--- src/common/ppp_pkg.sv ---
package ppp_pkg;
    localparam int PPP_CLK_MHZ = 10;
    localparam int PPP_CLK_PERIOD_NS = 100;
    // program pulse width in microseconds (0.1 ms)
    localparam int PPP_PULSE_US = 100;
    localparam int PPP_PULSE_CYC =
        (PPP_PULSE_US * 1000) / PPP_CLK_PERIOD_NS;
    localparam int PPP_ADDR_W = 17;
    localparam int PPP_DATA_W = 8;
    localparam int PPP_PAGE_BYTES = 4;
    localparam int PPP_MAX_TRIES = 10;
    localparam logic [16:0] PPP_LAST_ADDR = 17'h07fff;
    localparam int PPP_SETUP_CYC = 2;
    localparam int PPP_CNT_W = 16;

    typedef enum logic [1:0] {
        PPP_OP_READ,
        PPP_OP_BYTE,
        PPP_OP_PAGE
    } ppp_op_t;
endpackage

--- src/common/ppp_pins_if.sv ---
`timescale 1ns/1ps
interface ppp_pins_if;
    logic rst_n;
    logic vpp_hi;
    logic vpp_on;
    logic select_n;
    logic strobe_n;
    logic program_pulse_n;
    logic [16:0] address_lines;
    logic [7:0] data_out;
    logic data_oe;
    logic [7:0] data_in;
    modport ctrl (
        output rst_n, vpp_hi, vpp_on, select_n, strobe_n,
        output program_pulse_n, address_lines, data_out, data_oe,
        input data_in
    );
    modport drv (
        input rst_n, vpp_hi, vpp_on, select_n, strobe_n,
        input program_pulse_n, address_lines, data_out, data_oe,
        output data_in
    );
endinterface

--- src/logic/ppp_pin_drv.sv ---
`timescale 1ns/1ps
module ppp_pin_drv (
    ppp_pins_if.drv pins,
    output logic o_rst_b,
    output logic o_vpp_hi,
    output logic o_vpp_on,
    output logic o_select_n,
    output logic o_strobe_n,
    output logic o_program_pulse_n,
    output logic [16:0] o_address_lines,
    output logic [7:0] o_data_bus,
    output logic o_data_bus_oe,
    input wire logic [7:0] i_data_bus
);
    assign o_rst_b = pins.rst_n;
    assign o_vpp_hi = pins.vpp_hi;
    assign o_vpp_on = pins.vpp_on;
    assign o_select_n = pins.select_n;
    assign o_strobe_n = pins.strobe_n;
    assign o_program_pulse_n = pins.program_pulse_n;
    assign o_address_lines = pins.address_lines;
    assign o_data_bus = pins.data_out;
    // the device drives only with select and strobe both low; page latch
    // holds strobe low with select high and still needs our data
    assign o_data_bus_oe = pins.data_oe & (pins.strobe_n | pins.select_n);
    assign pins.data_in = i_data_bus;
endmodule

--- src/logic/ppp_ctrl.sv ---
`timescale 1ns/1ps
// Functional notes
// - programming mode: reset low with programming voltage at read or high level
// - page write starts: select high, strobe low, pulse high, high voltage
// - after four bytes, one 0.1 ms low pulse, select and strobe high
// - verify by select low, strobe low, reading stored bytes
// - on mismatch repeat write and verify, at most 10 times total
// - read level: select and strobe low give addressed byte
// - shared bus: only chosen device gets its strobe asserted
// - program only addresses 0000 to 7fff
// - byte write: select low, strobe high, 0.1 ms low pulse
// - high voltage, select low, pulse high, strobe low verifies byte
module ppp_ctrl
    import ppp_pkg::*;
#(
    parameter int PULSE_CYC = ppp_pkg::PPP_PULSE_CYC,
    parameter int MAX_TRIES = ppp_pkg::PPP_MAX_TRIES
) (
    input wire logic i_clk,
    input wire logic i_rst_b,
    input wire logic i_start,
    input wire ppp_pkg::ppp_op_t i_op,
    input wire logic [16:0] i_addr,
    input wire logic [31:0] i_wdata,
    input wire logic [7:0] i_data_bus,
    output logic o_busy,
    output logic o_done,
    output logic o_error,
    output logic [7:0] o_rdata,
    output logic o_rst_b,
    output logic o_vpp_hi,
    output logic o_vpp_on,
    output logic o_select_n,
    output logic o_strobe_n,
    output logic o_program_pulse_n,
    output logic [16:0] o_address_lines,
    output logic [7:0] o_data_bus,
    output logic o_data_bus_oe
);
    import ppp_pkg::*;

    typedef enum logic [2:0] {
        PPP_IDLE, PPP_LATCH, PPP_PULSE, PPP_VERIFY, PPP_READ, PPP_END
    } ppp_state_t;

    ppp_pins_if pins();

    ppp_pin_drv u_drv (
        .pins(pins),
        .o_rst_b(o_rst_b),
        .o_vpp_hi(o_vpp_hi),
        .o_vpp_on(o_vpp_on),
        .o_select_n(o_select_n),
        .o_strobe_n(o_strobe_n),
        .o_program_pulse_n(o_program_pulse_n),
        .o_address_lines(o_address_lines),
        .o_data_bus(o_data_bus),
        .o_data_bus_oe(o_data_bus_oe),
        .i_data_bus(i_data_bus)
    );

    ppp_state_t state_ff;
    ppp_op_t op_ff;
    logic [16:0] base_ff;
    logic [31:0] wdata_ff;
    logic [1:0] idx_ff;
    logic [1:0] phase_ff;
    logic [PPP_CNT_W-1:0] cnt_ff;
    logic [3:0] tries_ff;
    logic mismatch_ff;
    logic done_ff;
    logic error_ff;
    logic [7:0] rdata_ff;
    logic sel_n_ff;
    logic stb_n_ff;
    logic pgm_n_ff;
    logic oe_ff;
    logic [7:0] dout_ff;
    logic [1:0] last_idx;
    logic [7:0] cur_byte;
    logic addr_ok;

    assign last_idx = (op_ff == PPP_OP_PAGE) ? 2'h3 : 2'h0;
    assign cur_byte = wdata_ff[{idx_ff, 3'h0} +: 8];
    // page runs must not cross the top of the array
    assign addr_ok = (i_op == PPP_OP_PAGE) ?
        ({1'b0, i_addr} + 18'h3 <= {1'b0, PPP_LAST_ADDR}) :
        (i_op == PPP_OP_READ) || (i_addr <= PPP_LAST_ADDR);

    assign pins.rst_n = 1'b0;
    assign pins.vpp_on = 1'b1;
    // read level kept through the end cycle of a read as well
    assign pins.vpp_hi = (op_ff != PPP_OP_READ);
    assign pins.select_n = sel_n_ff;
    assign pins.strobe_n = stb_n_ff;
    assign pins.program_pulse_n = pgm_n_ff;
    assign pins.address_lines = base_ff + {15'h0, idx_ff};
    assign pins.data_out = dout_ff;
    assign pins.data_oe = oe_ff;

    assign o_busy = (state_ff != PPP_IDLE);
    assign o_done = done_ff;
    assign o_error = error_ff;
    assign o_rdata = rdata_ff;

    // sequencer: state, byte index and phase counter
    always_ff @(posedge i_clk) begin
        if (!i_rst_b) begin
            state_ff <= PPP_IDLE;
            op_ff <= PPP_OP_READ;
            base_ff <= '0;
            wdata_ff <= '0;
            idx_ff <= '0;
            phase_ff <= '0;
            cnt_ff <= '0;
            tries_ff <= '0;
            mismatch_ff <= 1'b0;
        end else begin
            case (state_ff)
                PPP_IDLE: begin
                    idx_ff <= '0;
                    phase_ff <= '0;
                    cnt_ff <= '0;
                    tries_ff <= '0;
                    mismatch_ff <= 1'b0;
                    if (i_start && addr_ok) begin
                        op_ff <= i_op;
                        base_ff <= i_addr;
                        wdata_ff <= i_wdata;
                        state_ff <= (i_op == PPP_OP_READ) ? PPP_READ :
                            (i_op == PPP_OP_PAGE) ? PPP_LATCH : PPP_PULSE;
                    end else if (i_start) begin
                        state_ff <= PPP_END;
                    end
                end
                PPP_LATCH: begin
                    // each byte held for setup, strobe-low window, hold
                    if (cnt_ff == PPP_CNT_W'(PPP_SETUP_CYC)) begin
                        cnt_ff <= '0;
                        if (phase_ff == 2'h2) begin
                            phase_ff <= '0;
                            if (idx_ff == 2'h3) begin
                                idx_ff <= '0;
                                state_ff <= PPP_PULSE;
                            end else begin
                                idx_ff <= idx_ff + 2'h1;
                            end
                        end else begin
                            phase_ff <= phase_ff + 2'h1;
                        end
                    end else begin
                        cnt_ff <= cnt_ff + 1'b1;
                    end
                end
                PPP_PULSE: begin
                    if (phase_ff == 2'h0) begin
                        if (cnt_ff == PPP_CNT_W'(PPP_SETUP_CYC)) begin
                            cnt_ff <= '0;
                            phase_ff <= 2'h1;
                        end else begin
                            cnt_ff <= cnt_ff + 1'b1;
                        end
                    end else if (phase_ff == 2'h1) begin
                        if (cnt_ff == PPP_CNT_W'(PULSE_CYC - 1)) begin
                            cnt_ff <= '0;
                            phase_ff <= 2'h2;
                        end else begin
                            cnt_ff <= cnt_ff + 1'b1;
                        end
                    end else begin
                        if (cnt_ff == PPP_CNT_W'(PPP_SETUP_CYC)) begin
                            cnt_ff <= '0;
                            phase_ff <= '0;
                            tries_ff <= tries_ff + 4'h1;
                            mismatch_ff <= 1'b0;
                            state_ff <= PPP_VERIFY;
                        end else begin
                            cnt_ff <= cnt_ff + 1'b1;
                        end
                    end
                end
                PPP_VERIFY, PPP_READ: begin
                    if (cnt_ff == PPP_CNT_W'(PPP_SETUP_CYC)) begin
                        cnt_ff <= '0;
                        if (cur_byte != i_data_bus) begin
                            mismatch_ff <= 1'b1;
                        end
                        if (state_ff == PPP_READ) begin
                            state_ff <= PPP_END;
                        end else if (idx_ff != last_idx) begin
                            idx_ff <= idx_ff + 2'h1;
                        end else if (mismatch_ff ||
                                cur_byte != i_data_bus) begin
                            idx_ff <= '0;
                            state_ff <= (tries_ff >= 4'(MAX_TRIES)) ?
                                PPP_END :
                                (op_ff == PPP_OP_PAGE) ? PPP_LATCH :
                                PPP_PULSE;
                        end else begin
                            state_ff <= PPP_END;
                        end
                    end else begin
                        cnt_ff <= cnt_ff + 1'b1;
                    end
                end
                PPP_END: begin
                    state_ff <= PPP_IDLE;
                end
                default: begin
                    state_ff <= PPP_IDLE;
                end
            endcase
        end
    end

    // pin levels registered from the state, so they are glitch-free
    always_ff @(posedge i_clk) begin
        if (!i_rst_b) begin
            sel_n_ff <= 1'b1;
            stb_n_ff <= 1'b1;
            pgm_n_ff <= 1'b1;
            oe_ff <= 1'b0;
            dout_ff <= '0;
        end else begin
            sel_n_ff <= 1'b1;
            stb_n_ff <= 1'b1;
            pgm_n_ff <= 1'b1;
            oe_ff <= 1'b0;
            dout_ff <= cur_byte;
            case (state_ff)
                PPP_LATCH: begin
                    stb_n_ff <= (phase_ff != 2'h1);
                    oe_ff <= 1'b1;
                end
                PPP_PULSE: begin
                    sel_n_ff <= (op_ff == PPP_OP_PAGE);
                    pgm_n_ff <= (phase_ff != 2'h1);
                    oe_ff <= (op_ff == PPP_OP_BYTE);
                end
                PPP_VERIFY, PPP_READ: begin
                    sel_n_ff <= 1'b0;
                    stb_n_ff <= 1'b0;
                end
                default: begin
                    oe_ff <= 1'b0;
                end
            endcase
        end
    end

    always_ff @(posedge i_clk) begin
        if (!i_rst_b) begin
            done_ff <= 1'b0;
            error_ff <= 1'b0;
            rdata_ff <= '0;
        end else begin
            done_ff <= (state_ff == PPP_END);
            if (state_ff == PPP_IDLE && i_start) begin
                error_ff <= !addr_ok;
            end else if (state_ff == PPP_VERIFY && tries_ff >= 4'(MAX_TRIES)
                    && cnt_ff == PPP_CNT_W'(PPP_SETUP_CYC)
                    && idx_ff == last_idx
                    && (mismatch_ff || cur_byte != i_data_bus)) begin
                error_ff <= 1'b1;
            end
            if (state_ff == PPP_READ && cnt_ff == PPP_CNT_W'(PPP_SETUP_CYC))
            begin
                rdata_ff <= i_data_bus;
            end
        end
    end
endmodule

--- config.mk ---
export PLATFORM = sky130hd
export DESIGN_NAME = ppp_ctrl
export DESIGN_NICKNAME = d
export VERILOG_FILES = /design/src/common/ppp_pkg.sv /design/src/common/ppp_pins_if.sv /design/src/logic/ppp_pin_drv.sv /design/src/logic/ppp_ctrl.sv
export SDC_FILE = /design/constraint.sdc
export NUM_CORES = 1
export LEC_CHECK = 0
export BUFFER_PORTS_ARGS = -buffer_cell sky130_fd_sc_hd__buf_2
export CAP_MARGIN = 20
export CORE_MARGIN = 2
export CORE_UTILIZATION = 50
export CTS_BUF_LIST = sky130_fd_sc_hd__clkbuf_4 sky130_fd_sc_hd__clkbuf_8 sky130_fd_sc_hd__clkbuf_16
export DETAILED_ROUTE_END_ITERATION = 10
export PLACE_DENSITY = 0.79
export RECOVER_POWER = 25
export SLEW_MARGIN = 20
export SYNTH_ARGS = -nofsm -noshare
export SYNTH_HDL_FRONTEND = slang
export SYNTH_SLANG_ARGS = --single-unit
export TNS_END_PERCENT = 30
--- constraint.sdc ---
create_clock -name i_clk -period 2.44 [get_ports i_clk]
set_clock_uncertainty 0.2 [all_clocks]
set_input_delay 0.488 -clock i_clk [delete_from_list [all_inputs] [get_ports i_clk]]
set_output_delay 0.488 -clock i_clk [all_outputs]
set_load 0.01 [all_outputs]
==> metrics.yaml <==
drt:
  drc: 0
  drt-initial-drc-count: 305
  num_vias: 4628
  wire_per_inst_um: 14.48
  drt_wl_total_um: 12570
  ant_nets: 0
  firstDrtPassIters: 5
  viasPerCell: 5.332
synthesis:
  synth_top_cells_by_area: "dfxtp_1 (40%), nand2_1 (10%), a21boi_0 (5.7%)"
  yosys-top-cells-count: "nand2_1 (138), dfxtp_1 (101), a21boi_0 (39)"
  ys_ff_latch: 101
  synth_top_flop_cell: "dfxtp_1"
  synth.top_cell.area_share_pct: 39.70
  ys_seq_area_share_pct: 39.70
  synth.largest_area_cell: "dfxtp_1"
  syn_avg_cell_area_sq_um: 8.433
  syn_inst: 604
  ys_types: 54
  synth-edff-count: 0
  synth_nets: 674
  yosys_warnings: 0
  syn_area_sq_um: 5094
  yosys.cell_count.top_type: "nand2_1"
  postSynth.asyncResetShare_pct: 0
critical_path:
  worstPathMaxFanout: 2
  cpMaxStageDelayCell: "fa_2"
  crit_family: "adder cells"
  max_stage_delay_ps: 380
  crit_type: "register to output port"
  critical_path.cell_chain: "ha_4 > inv_2 > fa_2 > nor3_4 > and2_4 > buf_6 > xor2_2 > buf_2"
  end_kind: "output port"
  cp_data_required_time_ps: 1750
  worst-path-buf-inv: 3
  start_kind: "register"
  crit_arrival_ps: 2040
place:
  dp_hpwl_um: 9152
  dp.cells: 847
  place.gp.congestion: 0.9400
  place.port_buffers: 102
layout:
  syn2layout_area_growth_pct: 24.49
  fillCellCount: 847
  instances_no_fill: 868
  finalNetCount: 800
  drive_gt1_share_pct: 24.35
  n_antenna_cell: 0
run_status:
  violations: "setup timing"
  status: "finished, violations left"
grt:
  grt_use_total_pct: 22.92
  gr-total-overflow: 0
  grt_first_pass_wirelength_um: 20560
  grt_pass1_vias: 4458
  antenna_found_initial: 0
  grt_max_degree: 51
floorplan:
  start_util_pct: 51.87
  die-area_sq_um: 11010
  design.core.area_sq_um: 9819
  die_w_um: 104.9
  rows: 36
  io_pins: 105
  die_y_um: 104.9
clocking:
  cts.path.max_buffers: 2
  cts_made_buffers: 9
  clock_sinks: 101
  ctsHoldBuffers: 0
  clkTransAtPathRegs_ps: 100
  htree_levels: 3
  cts_tree: "yes"
  insertion_delay_ps: 370
  cts-root-buf: "clkbuf_8"
timing:
  layout_setup_ws_ps: -287.8
  rsz0062_at_grt: "yes"
  drv_slew: 0
  worstMarginPinSlew_ps: 714.5
  hold_violations: 0
  maxSlewHeadroom_pct: 52.26
  tns_ps: -3946
  finalSetupViolCount: 21
  max_clock_freq_ghz: 0.3666
  post-route-period-util_pct: 111.8
  min_period_ps: 2728
flow_run:
  drv_cap: 0
min_path:
  hp-class: "primary input to register"
power:
  pwr_density_cell_nw_per_um2: 730.8
  vdd_ir_drop_max_mv: 0.5173
  p_leak_uw: 0.002531
## tightest hold or removal path: stages
cell and delay, ps:
buf_2 100, nand2_1 50, a21boi_1 50
## repair_timing
action | CTS | global route
pin swaps | 11 | 9
setup buffers | 6 | 0
gates resized for setup | 22 | 8
setup endpoints to repair | 22 | 25
## registers in the layout, summed over array words and instances (netlist names)
register / cells
cnt_ff: 16
o_rdata: 8
base_ff: 17
mismatch_ff: 1
o_error: 1
dout_ff: 8
pgm_n_ff: 1
pins.select_n: 1
op_ff: 2
oe_ff: 1
tries_ff: 4
pins.strobe_n: 1
o_done: 1
idx_ff: 2
phase_ff: 2
state_ff: 3
wdata_ff: 32
## path summary, 6_finish.rpt
check / depth (start not counted) / from / end / slack (ps)
setup / recovery: 8 / base_ff[0] / o_address_lines[14] / -290
hold reg to reg: 2 / wdata_ff[18] / wdata_ff[18] / 270
hold / removal: 3 / i_addr[10] / base_ff[10] / 140
setup reg to reg: 8 / idx_ff[0] / state_ff[2] / -190
## cells in the final DEF (no fill, tap or decap), drive strengths merged, types with 12 or more instances in the layout
cell type,synthesis,routed
nor2,29,29
nand2,138,138
xor2,18,18
a21boi,56,56
dfxtp,101,101
buf,11,124
xnor2,19,19
o21ai,19,19
inv,13,13
nor3,12,12
a21oi,15,15
nor2b,12,12
nand3,17,17
mux2i,18,18
clkbuf,23,36
## final cells by class
| type | count | area, sq um | share of cell area [%] |
|---|---|---|---|
| Timing Repair Buffer | 149 | 890.9 | 14.05 |
| Multi-Input combinational cell | 456 | 2999 | 47.30 |
| Clock buffer | 11 | 145.1 | 2.289 |
| Clock inverter | 5 | 60.06 | 0.9471 |
| Tap cell | 133 | 166.4 | 2.624 |
| Inverter | 13 | 48.80 | 0.7695 |
| Sequential cell | 101 | 2031 | 32.02 |
## cells by family (layout without fill, tap and decap cells)
family | Yosys count | count (layout) | share of synthesized area, %
simple gates | 265 | 265 | 24.56
compound gates | 120 | 120 | 16.88
flops | 101 | 101 | 39.70
buf+inv | 47 | 178 | 4.200
xor+xnor | 37 | 37 | 6.362
mux | 24 | 24 | 6.043
fa+ha+maj | 8 | 8 | 2.112
other cells | 2 | 2 | 0.1474
## power by group
| part | switching (uW) | internal (uW) |
|---|---|---|
| combinational | 928 | 641 |
| sequential | 140 | 1830 |
| clock | 581 | 516 |
## per-stage QoR
step	setup slack, ps	power, uW	area [sq um]	hold WS, ps	utilization (%)
finish	-287.8	4634	6341	144.8	64.58
global route	-366.4	4903	6341	147.9	64.58
CTS	-360.5	4644	6334	140.3	64.50
detailed placement	-199.1	3546	6005	258.0	61.15
global placement	-214.1	3469	5977	245.1	60.87
floorplan	19.80	2938	5109	238.6	-
## per-layer routing
metal	routed length, um	up-vias	global-route usage [%]	share of wire (%)
met4	208	0	7.429	1.7
met3	689	17	3.743	5.5
met1	5614	2165	29.79	45
li1	-	2303	-	-
met5	0	-	0	0
met2	6058	143	38.78	48
Power figures use the tool's default switching activity.
